==> config.mk <==
export PLATFORM = sky130hd
export DESIGN_NAME = slcis_status
export DESIGN_NICKNAME = d
export VERILOG_FILES = /design/src/logic/slcis_pkg.sv /design/src/logic/slcis_status.sv
export VERILOG_INCLUDE_DIRS = /design/src /design/src/logic
export SDC_FILE = /design/constraint.sdc
export NUM_CORES = 1
export LEC_CHECK = 0
export ABC_AREA = 1
export BUFFER_PORTS_ARGS = -buffer_cell sky130_fd_sc_hd__clkbuf_2
export CORE_MARGIN = 5
export CORE_UTILIZATION = 40
export DETAILED_ROUTE_END_ITERATION = 10
export GPL_TIMING_DRIVEN = 0
export PLACE_DENSITY = 0.65
export SLEW_MARGIN = 20
export SYNTH_ARGS = -nofsm -noshare
export SYNTH_HDL_FRONTEND = slang
export SYNTH_SLANG_ARGS = --single-unit
==> constraint.sdc <==
create_clock -name ref_clk -period 1.2 [get_ports ref_clk]
set_clock_uncertainty 0.2 [all_clocks]
set_input_delay 0.18 -clock ref_clk [delete_from_list [all_inputs] [get_ports ref_clk]]
set_output_delay 0.18 -clock ref_clk [all_outputs]
set_load 0.05 [all_outputs]
==> src/logic/slcis_params.svh <==
/*
 Offsets, field layout and reset values for the slot status flag block.
 Assumes inclusion by bare name from the package and the design module.
*/
`ifndef SLCIS_PARAMS_SVH
`define SLCIS_PARAMS_SVH
`define SLCIS_ADDR_W        8
`define SLCIS_DATA_W        16
`define SLCIS_NUM_SLOTS     12
`define SLCIS_OFS_LEV0      8'h02
`define SLCIS_OFS_LEV1      8'h03
`define SLCIS_OFS_TC1       8'h04
`define SLCIS_FLAG_RESET    12'h000
`define SLCIS_RSVD_VALUE    4'h0
`define SLCIS_RSVD_MSB      15
`define SLCIS_RSVD_LSB      12
`define SLCIS_SLOT_A_BIT    0
`define SLCIS_SLOT_L_BIT    11
`endif

==> src/logic/slcis_pkg.sv <==
/*
 Types shared by the slot status flag block.
 Assumes the params header is on the include path.
*/
`include "slcis_params.svh"
package slcis_pkg;
    typedef logic [`SLCIS_NUM_SLOTS-1:0] slcis_flags_t;
    // One data register update event, with per-slot criteria results
    typedef struct packed {
        logic         valid;
        slcis_flags_t slot_onehot;
        slcis_flags_t lev0_met;
        slcis_flags_t lev1_met;
        slcis_flags_t ceil1_over;
    } slcis_update_s;
    // Register port access from the serial interface decoder
    typedef struct packed {
        logic                     wr;
        logic                     rd;
        logic [`SLCIS_ADDR_W-1:0] addr;
        logic [`SLCIS_DATA_W-1:0] wdata;
    } slcis_reg_req_s;
endpackage

==> src/logic/slcis_status.sv <==
/*
 Sticky per-time-slot level-zero, level-one and channel-one ceiling flags,
 reached through the device's serial register port decoder.
 Assumes the update struct and the register request come from logic on
 ref_clk; the criteria and the threshold compare are done upstream.
*/
// Operation
// - Twelve level-zero flags at 0x0002, bit 0 slot A, write one clears.
// - Level-zero flag sets only on slot data update with criterion met.
// - Twelve level-one flags at 0x0003, bit 0 slot A, write one clears.
// - Level-one flag sets on slot update when criterion holds, else unchanged.
// - Ceiling flags at 0x0004, slot L bit 11, slot K bit 10, write one clears.
// - Ceiling flag sets on slot update when channel one exceeds threshold.
// - All three flag sets reset to zero.
// - Bits 15 to 12 reserved: read zero, writes ignored.
// - Ceiling flags for slots J down to A sit at bits 9 down to 0.
`timescale 1ns/10ps
`default_nettype none
`include "slcis_params.svh"
module slcis_status
    import slcis_pkg::*;
(
    input  wire logic                     ref_clk,
    input  wire logic                     nrst,
    input  wire slcis_update_s            upd,
    input  wire slcis_reg_req_s           req,
    output logic [`SLCIS_DATA_W-1:0]      rdata,
    output logic                          rvalid
);
    slcis_flags_t lev0_reg;
    slcis_flags_t lev1_reg;
    slcis_flags_t tc1_reg;
    slcis_flags_t lev0_set, lev1_set, tc1_set;
    slcis_flags_t lev0_clr, lev1_clr, tc1_clr;
    slcis_flags_t wr_ones;

    // Sets are only possible in the update cycle of the addressed slot
    assign lev0_set = upd.valid ? (upd.slot_onehot & upd.lev0_met)   : '0;
    assign lev1_set = upd.valid ? (upd.slot_onehot & upd.lev1_met)   : '0;
    assign tc1_set  = upd.valid ? (upd.slot_onehot & upd.ceil1_over) : '0;

    // Upper write bits are dropped here, so reserved bits cannot be touched
    assign wr_ones  = req.wdata[`SLCIS_NUM_SLOTS-1:0];
    assign lev0_clr = (req.wr && req.addr == `SLCIS_OFS_LEV0) ? wr_ones : '0;
    assign lev1_clr = (req.wr && req.addr == `SLCIS_OFS_LEV1) ? wr_ones : '0;
    assign tc1_clr  = (req.wr && req.addr == `SLCIS_OFS_TC1)  ? wr_ones : '0;

    // Level-zero flags; set wins so an event in the clear cycle survives
    always_ff @(posedge ref_clk or negedge nrst) begin
        if (!nrst) begin
            lev0_reg <= `SLCIS_FLAG_RESET;
        end else begin
            lev0_reg <= (lev0_reg & ~lev0_clr) | lev0_set;
        end
    end

    // Level-one flags
    always_ff @(posedge ref_clk or negedge nrst) begin
        if (!nrst) begin
            lev1_reg <= `SLCIS_FLAG_RESET;
        end else begin
            lev1_reg <= (lev1_reg & ~lev1_clr) | lev1_set;
        end
    end

    // Channel-one ceiling flags, bit index equals slot index
    always_ff @(posedge ref_clk or negedge nrst) begin
        if (!nrst) begin
            tc1_reg <= `SLCIS_FLAG_RESET;
        end else begin
            tc1_reg <= (tc1_reg & ~tc1_clr) | tc1_set;
        end
    end

    // Registered read data, one cycle after the read strobe
    always_ff @(posedge ref_clk or negedge nrst) begin
        if (!nrst) begin
            rdata  <= '0;
            rvalid <= 1'b0;
        end else begin
            rvalid <= req.rd;
            if (req.rd) begin
                case (req.addr)
                    `SLCIS_OFS_LEV0: rdata <= {`SLCIS_RSVD_VALUE, lev0_reg};
                    `SLCIS_OFS_LEV1: rdata <= {`SLCIS_RSVD_VALUE, lev1_reg};
                    `SLCIS_OFS_TC1:  rdata <= {`SLCIS_RSVD_VALUE, tc1_reg};
                    default:         rdata <= '0;
                endcase
            end
        end
    end

    // Flag sets on an update with criterion met, whatever the host writes
    property p_lev0_set;
        @(posedge ref_clk) disable iff (!nrst)
        (upd.valid && |(upd.slot_onehot & upd.lev0_met)) |=>
            ((lev0_reg & $past(upd.slot_onehot & upd.lev0_met)) == $past(upd.slot_onehot & upd.lev0_met));
    endproperty
    a_lev0_set: assert property (p_lev0_set) else $error("level-zero flag not set on update");

    property p_lev0_no_spurious;
        @(posedge ref_clk) disable iff (!nrst)
        (lev0_set == '0) |=> ((lev0_reg & ~$past(lev0_reg)) == '0);
    endproperty
    a_lev0_no_spurious: assert property (p_lev0_no_spurious) else $error("level-zero flag rose without update");

    property p_lev1_hold;
        @(posedge ref_clk) disable iff (!nrst)
        (lev1_set == '0 && lev1_clr == '0) |=> (lev1_reg == $past(lev1_reg));
    endproperty
    a_lev1_hold: assert property (p_lev1_hold) else $error("level-one flags changed without cause");

    property p_lev1_clear;
        @(posedge ref_clk) disable iff (!nrst)
        (req.wr && req.addr == `SLCIS_OFS_LEV1 && lev1_set == '0) |=>
            ((lev1_reg & $past(wr_ones)) == '0);
    endproperty
    a_lev1_clear: assert property (p_lev1_clear) else $error("level-one write-one did not clear");

    property p_lev0_clear_keep;
        @(posedge ref_clk) disable iff (!nrst)
        (req.wr && req.addr == `SLCIS_OFS_LEV0) |=>
            ((lev0_reg & ~$past(wr_ones)) == ($past(lev0_reg | lev0_set) & ~$past(wr_ones)));
    endproperty
    a_lev0_clear_keep: assert property (p_lev0_clear_keep) else $error("write of zero altered a flag");

    property p_tc1_set_wins;
        @(posedge ref_clk) disable iff (!nrst)
        (|(tc1_set & tc1_clr)) |=> ((tc1_reg & $past(tc1_set)) == $past(tc1_set));
    endproperty
    a_tc1_set_wins: assert property (p_tc1_set_wins) else $error("ceiling set lost to clear");

    property p_tc1_slot_l;
        @(posedge ref_clk) disable iff (!nrst)
        (upd.valid && upd.slot_onehot[`SLCIS_SLOT_L_BIT] && upd.ceil1_over[`SLCIS_SLOT_L_BIT])
            ##1 (req.rd && req.addr == `SLCIS_OFS_TC1) |=> rvalid && rdata[`SLCIS_SLOT_L_BIT];
    endproperty
    a_tc1_slot_l: assert property (p_tc1_slot_l) else $error("slot L ceiling not at bit 11");

    property p_tc1_slot_a;
        @(posedge ref_clk) disable iff (!nrst)
        (upd.valid && upd.slot_onehot[`SLCIS_SLOT_A_BIT] && upd.ceil1_over[`SLCIS_SLOT_A_BIT]) |=> tc1_reg[`SLCIS_SLOT_A_BIT];
    endproperty
    a_tc1_slot_a: assert property (p_tc1_slot_a) else $error("slot A ceiling not at bit 0");

    property p_rsvd_zero;
        @(posedge ref_clk) disable iff (!nrst)
        rvalid |-> (rdata[`SLCIS_RSVD_MSB:`SLCIS_RSVD_LSB] == `SLCIS_RSVD_VALUE);
    endproperty
    a_rsvd_zero: assert property (p_rsvd_zero) else $error("reserved bits read nonzero");

    property p_reset_clear;
        @(posedge ref_clk)
        $rose(nrst) |-> (lev0_reg == '0 && lev1_reg == '0 && tc1_reg == '0);
    endproperty
    a_reset_clear: assert property (p_reset_clear) else $error("flags not zero after reset");

    // Every update whose criterion holds must leave its flag raised, clear or no clear
    property p_lev1_set;
        @(posedge ref_clk) disable iff (!nrst)
        (upd.valid && |(upd.slot_onehot & upd.lev1_met)) |=>
            ((lev1_reg & $past(upd.slot_onehot & upd.lev1_met)) == $past(upd.slot_onehot & upd.lev1_met));
    endproperty
    a_lev1_set: assert property (p_lev1_set) else $error("level-one flag not set on update");

    property p_tc1_set;
        @(posedge ref_clk) disable iff (!nrst)
        (upd.valid && |(upd.slot_onehot & upd.ceil1_over)) |=>
            ((tc1_reg & $past(upd.slot_onehot & upd.ceil1_over)) == $past(upd.slot_onehot & upd.ceil1_over));
    endproperty
    a_tc1_set: assert property (p_tc1_set) else $error("ceiling flag not set on update");

    property p_tc1_no_spurious;
        @(posedge ref_clk) disable iff (!nrst)
        (tc1_set == '0) |=> ((tc1_reg & ~$past(tc1_reg)) == '0);
    endproperty
    a_tc1_no_spurious: assert property (p_tc1_no_spurious) else $error("ceiling flag rose without update");

    // Write-one clears must drop the written flags when no set competes
    property p_lev0_clear;
        @(posedge ref_clk) disable iff (!nrst)
        (req.wr && req.addr == `SLCIS_OFS_LEV0 && lev0_set == '0) |=>
            ((lev0_reg & $past(wr_ones)) == '0);
    endproperty
    a_lev0_clear: assert property (p_lev0_clear) else $error("level-zero write-one did not clear");

    property p_tc1_clear;
        @(posedge ref_clk) disable iff (!nrst)
        (req.wr && req.addr == `SLCIS_OFS_TC1 && tc1_set == '0) |=>
            ((tc1_reg & $past(wr_ones)) == '0);
    endproperty
    a_tc1_clear: assert property (p_tc1_clear) else $error("ceiling write-one did not clear");

    property p_lev0_set_wins;
        @(posedge ref_clk) disable iff (!nrst)
        (|(lev0_set & lev0_clr)) |=> ((lev0_reg & $past(lev0_set)) == $past(lev0_set));
    endproperty
    a_lev0_set_wins: assert property (p_lev0_set_wins) else $error("level-zero set lost to clear");

    // Read answer carries the flags as they stood at the read edge, upper bits zero
    property p_rd_lev0;
        @(posedge ref_clk) disable iff (!nrst)
        (req.rd && req.addr == `SLCIS_OFS_LEV0) |=> (rvalid && rdata == {`SLCIS_RSVD_VALUE, $past(lev0_reg)});
    endproperty
    a_rd_lev0: assert property (p_rd_lev0) else $error("level-zero read returned wrong word");

    property p_rd_lev1;
        @(posedge ref_clk) disable iff (!nrst)
        (req.rd && req.addr == `SLCIS_OFS_LEV1) |=> (rvalid && rdata == {`SLCIS_RSVD_VALUE, $past(lev1_reg)});
    endproperty
    a_rd_lev1: assert property (p_rd_lev1) else $error("level-one read returned wrong word");

    property p_rd_tc1;
        @(posedge ref_clk) disable iff (!nrst)
        (req.rd && req.addr == `SLCIS_OFS_TC1) |=> (rvalid && rdata == {`SLCIS_RSVD_VALUE, $past(tc1_reg)});
    endproperty
    a_rd_tc1: assert property (p_rd_tc1) else $error("ceiling read returned wrong word");

    property p_rd_unmapped;
        @(posedge ref_clk) disable iff (!nrst)
        (req.rd && req.addr != `SLCIS_OFS_LEV0 && req.addr != `SLCIS_OFS_LEV1
            && req.addr != `SLCIS_OFS_TC1) |=> (rvalid && rdata == '0);
    endproperty
    a_rd_unmapped: assert property (p_rd_unmapped) else $error("unmapped read returned nonzero");
endmodule // slcis_status
`default_nettype wire

==> metrics, run 1 <==
layout cells sized above 1=31.9%; vias in the first global route=2913; worst-case clock buffer depth=2; CTS tree=done; GRT overflow=0; initial DRC count=258; Remaining DRCs=0; Gate Count Post-Synth=325; vias post-DR=2851; final WL=8500 um; crit-path cells=buf_8; die area=7780 um2; post-layout min period=1.26 ns; area fraction of the dominant cell type after synthesis=50.1%; WS Path Type=flop to output pin; gpl congestion=0.807; synthesis-to-finish area growth=69.3%; Fin. Hold Viols=0; Worst-Margin Slew=0.615 ns; WL per Instance=14.7 um; fmax=793 MHz; number of max-cap violations=0; I/O pin cnt=94; vias per cell=4.95; Final TNS setup=-0.567 ns; cell type with the largest total area after synthesis=dfrtp_1; drt pass-1 iters=4; synth unique cells=13; Clock Latency Late Sink=0.30 ns; H-tree depth=2; required time worst endpoint=0.82 ns; Max VDD drop=0.624 mV; first-pass GRT wire length=13400 um; largest net degree at the start of global routing=50; peak per-stage delay on the critical path=0.42 ns; crit start category=flop; most common cell after layout, fill and taps aside=nand2_1; Worst setup EP type=output pin; Static Leak=2.06 nW; critical-path maximum fanout=2; Data arrival, critical path=0.88 ns; core area=5920 um2; initial antenna violation count=0; failing checks=negative setup slack; design area=4140 um2; RSZ-0062 raised after global routing=yes; Net Sw Frac=26.7%; status=complete, but fails checks; dpl cell area=3020 um2; clock root buffer=clkbuf_8; Gate power share=19.1%; synth warn=0; #FFs+latches synth=49; GRT Util Overall=22.3%; CTS clk-pin slew, worst paths=0.09 ns; final net count=577; Synth Area per Inst=7.53 um2; P per Cell Area=786 nW/um2; Die H=88.2 um; FP Rows=28; placed insts=487; ant diodes=0; Seq/Total Area, Yosys=50.1%; Mapped Area=2450 um2; Horiz. Die Dim=88.2 um; Slew HR=59.0%; commonest non-fill, non-tap cells in the layout=nand2_1, nand3_1, clkbuf_2; Flop pwr share=51.8%; Clock power frac=29.1%; Initial Util=41.3%; cts bufs inserted=5; CP top delay family=flip-flops; port bufs=84; Hold/Removal Path Class=primary input to flop; Final Slew Violations=0; final std cells w/o fill=576; CTS Sinks=49; post-route setup slack=-0.0615 ns; Pint=2.39 mW; Setup violations, final=19; post-route ant nets=0; Final HPWL DP=5020 um; period utilization=105%; Net Sw Power=0.867 mW; synth top area cells=dfrtp_1, nand2_1, nand3_1; slowest CP cell=dfrtp_1; Buf+Inv Stages, Crit Path=1
-- through the flow --
stage               utilization (%)  total power, mW  worst slack, ns  hold WS (ns)
CTS                            66.3             3.22          -0.0647       0.00954
global placement               51.0             2.11           -0.350         0.153
global route                   69.9             3.39          -0.0868        0.0359
detailed placement             51.0             2.11           -0.365        0.0820
floorplan                         -             1.89          -0.0344        -0.316
finish                         69.9             3.25          -0.0615        0.0134
-- final timing paths --
kind                             start            to  slack, ns  cells past startpoint
max                           rdata[1]      rdata[1]      -0.06                      1
min                            upd[48]  lev1_reg[11]       0.01                      3
max reg2reg                lev0_reg[2]      rdata[2]       0.17                      4
min reg2reg                 tc1_reg[0]    tc1_reg[0]       0.28                      2
max in group asynchronous         nrst  lev0_reg[10]       0.14                      2
min in group asynchronous         nrst      rdata[5]       0.24                      2
-- Yosys cell counts --
cell	instances
inv_1	10
dfrtp_1	49
nand3_1	84
nor2_4	1
buf_1	1
conb_1	1
nand2_2	1
nand2_1	153
buf_6	2
buf_4	9
clkbuf_1	4
buf_2	4
nor2_2	6
-- final cells by class --
cell class	instances	area, um2
timing repair buffer	165	1340
tap	75	93.8
buffer	20	169
fill	481	1780
sequential	49	1230
clock inverter	3	17.5
multi-input combinational	249	1170
clock buffer	5	68.8
inverter	10	55.1
-- what timing repair did --
item	in CTS	in global routing
endpoints found under the setup margin	29	105
buffers inserted	7	8
resized for setup	32	57
gates cloned	1	2
endpoints found under the hold margin	88	0
hold buffers	63	0
pin swaps	1	6
-- power by group through the flow --
| stage | Clock [mW] | Combinational, mW | Sequential (mW) |
|---|---|---|---|
| after floorplan | 0 | 0.155 | 1.73 |
| after global placement | 0 | 0.395 | 1.71 |
| after detailed placement | 0 | 0.400 | 1.71 |
| after CTS | 0.961 | 0.577 | 1.68 |
| after global routing | 1.03 | 0.675 | 1.69 |
| final | 0.948 | 0.622 | 1.68 |
-- metal layers --
metal	wire (um)	track usage (%)	part of all wire, %
met1	3250	27.0	38
met2	4360	40.4	51
met3	714	3.10	8.4
met4	172	7.42	2.0
met5	0	0	0
-- kinds of logic after synthesis --
logic type,synth area share [%]
buffers and inverters,6.80
flip-flops,50.1
other,0.153
AND/OR/NAND/NOR,42.9
Note: power is estimated with default switching activity, not from simulation.
==> inputs of run 2 (changes only) <==
--- a/config.mk
+++ b/config.mk
@@ -13,6 +13,7 @@
 export DETAILED_ROUTE_END_ITERATION = 10
 export GPL_TIMING_DRIVEN = 0
 export PLACE_DENSITY = 0.65
+export SKIP_LAST_GASP = 1
 export SLEW_MARGIN = 20
 export SYNTH_ARGS = -nofsm -noshare
 export SYNTH_HDL_FRONTEND = slang
==> run 2 against run 1 <==
The flow still finishes with violations (negative setup slack). Sequential power hardly changed. Cell area is 0.54% lower. Non-clock buffer count is 1 lower. Via count is 1.0% higher. Core utilization is 0.38 points lower. Highest routed layer unchanged.
==> metrics, run 2 (synthesis results as in run 1) <==
Setup violations, final=16 (was 19); Horiz. Die Dim=88.2 um (unchanged); Hold/Removal Path Class=primary input to flop (unchanged); Worst R2R Setup Slack=0.16 ns (was 0.17 ns); clock root buffer=clkbuf_8 (unchanged); most common cell after layout, fill and taps aside=nand2_1 (unchanged); Worst setup EP type=output pin (unchanged); WP depth=1 (unchanged); final WL=8480 um (was 8500 um); final net count=576 (was 577); GRT Util Overall=22.3% (unchanged); CP top delay family=flip-flops (unchanged); port bufs=84 (unchanged); initial antenna violation count=0 (unchanged); reg2reg path depth=4 (unchanged); failing checks=negative setup slack (unchanged); Max VDD drop=0.626 mV (was 0.624 mV); drt pass-1 iters=5 (was 4); WS Path Type=flop to output pin (unchanged); number of max-cap violations=0 (unchanged); commonest non-fill, non-tap cells in the layout=nand2_1, nand3_1, clkbuf_2 (unchanged); Remaining DRCs=0 (unchanged); Buf+Inv Stages, Crit Path=1 (unchanged); CTS clk-pin slew, worst paths=0.09 ns (about the same); period utilization=105% (about the same); H-tree depth=2 (unchanged); FP Rows=28 (unchanged); Crit Reg-Reg Endpoint=rdata[1] (was rdata[2]); RSZ-0062 raised after global routing=yes (unchanged); peak per-stage delay on the critical path=0.42 ns (about the same); design area=4120 um2 (was 4140 um2); CTS tree=done (unchanged); synthesis-to-finish area growth=68.3% (was 69.3%); Final Slew Violations=0 (unchanged); min-delay src=upd[48] (unchanged); core area=5920 um2 (unchanged); post-route ant nets=0 (unchanged); required time worst endpoint=0.82 ns (about the same); dpl cell area=3020 um2 (unchanged); Slew HR=59.2% (was 59.0%); initial DRC count=265 (was 258); Die H=88.2 um (unchanged); crit start category=flop (unchanged); Hold Path Stages=3 (unchanged); FF-to-FF Start=lev1_reg[1] (was lev0_reg[2]); vias post-DR=2880 (was 2851); Final HPWL DP=5020 um (unchanged); Worst-Margin Slew=0.612 ns (was 0.615 ns); die area=7780 um2 (unchanged); gpl congestion=0.807 (unchanged); Final TNS setup=-0.531 ns (was -0.567 ns); Clock Latency Late Sink=0.30 ns (about the same); ant diodes=0 (unchanged); I/O pin cnt=94 (unchanged); slowest CP cell=dfrtp_1 (unchanged); first-pass GRT wire length=13400 um (unchanged); post-layout min period=1.26 ns (about the same); crit-path cells=buf_8 (unchanged); worst-case clock buffer depth=2 (unchanged); Initial Util=41.3% (unchanged); cts bufs inserted=5 (unchanged); Data arrival, critical path=0.88 ns (about the same); post-route setup slack=-0.0612 ns (was -0.0615 ns); vias in the first global route=2913 (unchanged); hold path endpoint=lev1_reg[11] (unchanged); fmax=793 MHz (about the same); CTS Sinks=49 (unchanged); P per Cell Area=790 nW/um2 (was 786 nW/um2); pre-CTS setup slack=-0.365 ns (unchanged); WL per Instance=14.7 um (about the same); largest net degree at the start of global routing=50 (unchanged); critical-path maximum fanout=2 (unchanged); GRT overflow=0 (unchanged); status=complete, but fails checks (unchanged); Critical Path Source=rdata[1] (unchanged); vias per cell=5.01 (was 4.95); layout cells sized above 1=31.8% (was 31.9%); Fin. Hold Viols=0 (unchanged); Static Leak=2.04 nW (was 2.06 nW)
run 2: how the worst max path moves through the flow:
stage | end | slack [ns]
after CTS | rdata[1] | -0.06
after global placement | tc1_reg[1] | -0.35
final | rdata[1] | -0.06
after floorplan | tc1_reg[1] | -0.03
after detailed placement | tc1_reg[5] | -0.37
after global routing | rdata[1] | -0.09
run 2: per-layer routing:
| layer | wire [um] | global-route usage [%] | vias to the layer above |
|---|---|---|---|
| met5 | 0 | 0 | - |
| met3 | 629 | 3.10 | 21 |
| met2 | 4330 | 40.4 | 131 |
| li1 | - | - | 1378 |
| met4 | 171 | 7.42 | 0 |
| met1 | 3350 | 27.0 | 1350 |
run 2: final cells by class:
class                           count  area (um2)
Tap cell                           75        93.8
Clock buffer                        5        68.8
Inverter                           10        55.1
Multi-Input combinational cell    249        1160
Timing Repair Buffer              164        1340
Clock inverter                      3        17.5
Buffer                             20         161
Sequential cell                    49        1230
Fill cell                         492        1800
run 2: worst reg2reg max path: stages, from the launching register on:
cell	delay [ns]
dfrtp_1	0.40
nand3_1	0.09
nand3_1	0.12
nand2_1	0.08
nand2_1	0.05
run 2: timing repair:
action                                  4_1_cts  5_1_grt
endpoints found under the setup margin       29      106
pin swaps                                     1        8
setup buffers                                 7        7
gates cloned                                  1        2
gates resized for setup                      31       56
hold buffers                                 63        0
endpoints found under the hold margin        88        0
run 2: power by group:
group          leakage, nW  switching [mW]  internal [mW]
sequential           0.496          0.0135           1.67
combinational         1.50           0.308          0.310
clock               0.0439           0.550          0.403
run 2: per-stage QoR:
| step | utilization, % | power (mW) | instances | hold WS, ns |
|---|---|---|---|---|
| 2_1_floorplan | - | 1.89 | 328 | -0.316 |
| 3_3_place_gp | 51.0 | 2.11 | 487 | 0.153 |
| 3_5_place_dp | 51.0 | 2.11 | 487 | 0.0820 |
| 4_1_cts | 66.3 | 3.22 | 566 | 0.00954 |
| 5_1_grt | 69.5 | 3.39 | 575 | 0.0372 |
| 6_report | 69.5 | 3.25 | 575 | 0.0100 |
==> inputs of run 3 (changes only) <==
==> constraint.sdc (replaced) <==
create_clock -name ref_clk -period 1.5 [get_ports ref_clk]
set_clock_uncertainty 0.2 [all_clocks]
set_input_delay 0.225 -clock ref_clk [delete_from_list [all_inputs] [get_ports ref_clk]]
set_output_delay 0.225 -clock ref_clk [all_outputs]
set_load 0.05 [all_outputs]
==> run 3 against run 2 <==
The run now ends clean. Power is 19% lower. Combinational power is 31% lower. Wire length fell by 9.1%. Critical path type unchanged. Critical endpoint is now rdata[10].
==> metrics, run 3 (synthesis results as in run 1) <==
I/O pin cnt=94 (unchanged); CTS Sinks=49 (unchanged); required time worst endpoint=1.07 ns (was 0.82 ns); period utilization=91.7%; layout cells sized above 1=24.1% (was 31.8%); CTS tree=done (unchanged); initial DRC count=139 (was 265); Final HPWL DP=4940 um (was 5020 um); Net Sw Frac=25.2% (was 26.8%); Data arrival, critical path=0.95 ns (was 0.88 ns); GRT overflow=0 (unchanged); status=finished, final reports clean (was complete, but fails checks); Worst-Margin Slew=0.664 ns (was 0.612 ns); number of max-cap violations=0 (unchanged); die area=7780 um2 (unchanged); RSZ-0062 raised after global routing=no (was yes); Net Sw Power=0.661 mW (was 0.872 mW); worst-case clock buffer depth=2 (unchanged); final net count=553 (was 576); Flop pwr share=51.3% (was 51.7%); fmax=727 MHz; largest net degree at the start of global routing=50 (unchanged); placed insts=487 (unchanged); H-tree depth=2 (unchanged); Clock Latency Late Sink=0.30 ns (about the same); Die H=88.2 um (unchanged); GRT Util Overall=21.3% (was 22.3%); Final TNS setup=0 ns (was -0.531 ns); fill count=540 (was 492); post-layout min period=1.38 ns; post-route ant nets=0 (unchanged); Slew HR=55.8% (was 59.2%); critical-path maximum fanout=2 (unchanged); initial antenna violation count=0 (unchanged); synthesis-to-finish area growth=49.3% (was 68.3%); commonest non-fill, non-tap cells in the layout=nand2_1, nand3_1, clkbuf_2 (unchanged); clock root buffer=clkbuf_8 (unchanged); Final Slew Violations=0 (unchanged); first-pass GRT wire length=12600 um (was 13400 um); CTS clk-pin slew, worst paths=0.09 ns (about the same); final WL=7710 um (was 8480 um); final std cells w/o fill=552 (was 575); CP top delay family=flip-flops (unchanged); vias per cell=4.80 (was 5.01); vias post-DR=2649 (was 2880); ant diodes=0 (unchanged); Initial Util=41.3% (unchanged); Pint=1.96 mW (was 2.38 mW); WS Path Type=flop to output pin (unchanged); core area=5920 um2 (unchanged); peak per-stage delay on the critical path=0.37 ns (was 0.42 ns); Hold/Removal Path Class=primary input to flop (unchanged); drt pass-1 iters=4 (was 5); Fin. Hold Viols=0 (unchanged); Clock power frac=32.4% (was 29.3%); FP Rows=28 (unchanged); Gate power share=16.4% (was 19.0%); gpl congestion=0.821 (was 0.807); Setup violations, final=0 (was 16); crit start category=flop (unchanged); vias in the first global route=2690 (was 2913); post-layout util=61.7% (was 69.5%); slowest CP cell=dfrtp_1 (unchanged); CTS resizes=0 (was 31); crit-path cells=clkbuf_2 (was buf_8); Worst setup EP type=output pin (unchanged); Remaining DRCs=0 (unchanged); Max VDD drop=0.504 mV (was 0.626 mV); cts bufs inserted=5 (unchanged); Buf+Inv Stages, Crit Path=1 (unchanged); P per Cell Area=718 nW/um2 (was 790 nW/um2); Horiz. Die Dim=88.2 um (unchanged); port bufs=84 (unchanged); Static Leak=1.85 nW (was 2.04 nW); WL per Instance=14.0 um (was 14.7 um); most common cell after layout, fill and taps aside=nand2_1 (unchanged)
[run 3: final timing paths]
path / startpoint / end / slack (ns) / cells past startpoint
worst max-delay path: rdata[10] / rdata[10] / 0.12 / 1
worst min-delay path: upd[38] / lev1_reg[2] / 0.007 / 3
worst max register to register: lev1_reg[5] / rdata[5] / 0.47 / 4
worst min register to register: lev1_reg[0] / lev1_reg[0] / 0.28 / 2
max in group asynchronous: nrst / tc1_reg[4] / 0.35 / 2
min in group asynchronous: nrst / rdata[5] / 0.31 / 2
[run 3: layer usage]
| layer | global-route usage [%] | vias to the layer above | wire length (um) |
|---|---|---|---|
| li1 | - | 1336 | - |
| met4 | 8.79 | 0 | 219 |
| met2 | 37.3 | 95 | 3790 |
| met3 | 2.92 | 19 | 492 |
| met1 | 26.3 | 1199 | 3200 |
| met5 | 0 | - | 0 |
[run 3: power by group through the flow]
stage          Clock [mW]  Combinational, mW  Sequential [mW]
2_1_floorplan           0              0.116             1.39
3_3_place_gp            0              0.302             1.37
3_5_place_dp            0              0.306             1.37
4_1_cts             0.862              0.424             1.34
5_1_grt             0.937              0.471             1.35
6_report            0.849              0.429             1.34
[run 3: layout make-up]
class	count	area (um2)	area share [%]
Sequential cell	49	1230	33.6
Clock buffer	7	96.3	2.64
Tap cell	75	93.8	2.57
Timing Repair Buffer	142	1000	27.5
Multi-Input combinational cell	249	1060	29.2
Buffer	19	125	3.43
Clock inverter	1	5.00	0.137
Inverter	10	37.5	1.03
[run 3: metrics by stage]
stage / power [mW] / hold WS [ns] / worst slack (ns) / cell area (um2)
after global routing: 2.75 / 0.0104 / 0.0345 / 3650
after CTS: 2.63 / 0.000302 / 0.0245 / 3660
after floorplan: 1.50 / -0.271 / 0.186 / 2460
after detailed placement: 1.68 / 0.123 / -0.0881 / 2970
final: 2.62 / 0.00703 / 0.124 / 3650
after global placement: 1.67 / 0.200 / -0.0601 / 2970
[run 3: repair_timing]
action                                 in CTS  in global routing
hold buffers                               58                  0
buffers inserted                            0                  0
setup endpoints to repair                   0                 10
endpoints found under the hold margin      88                  0
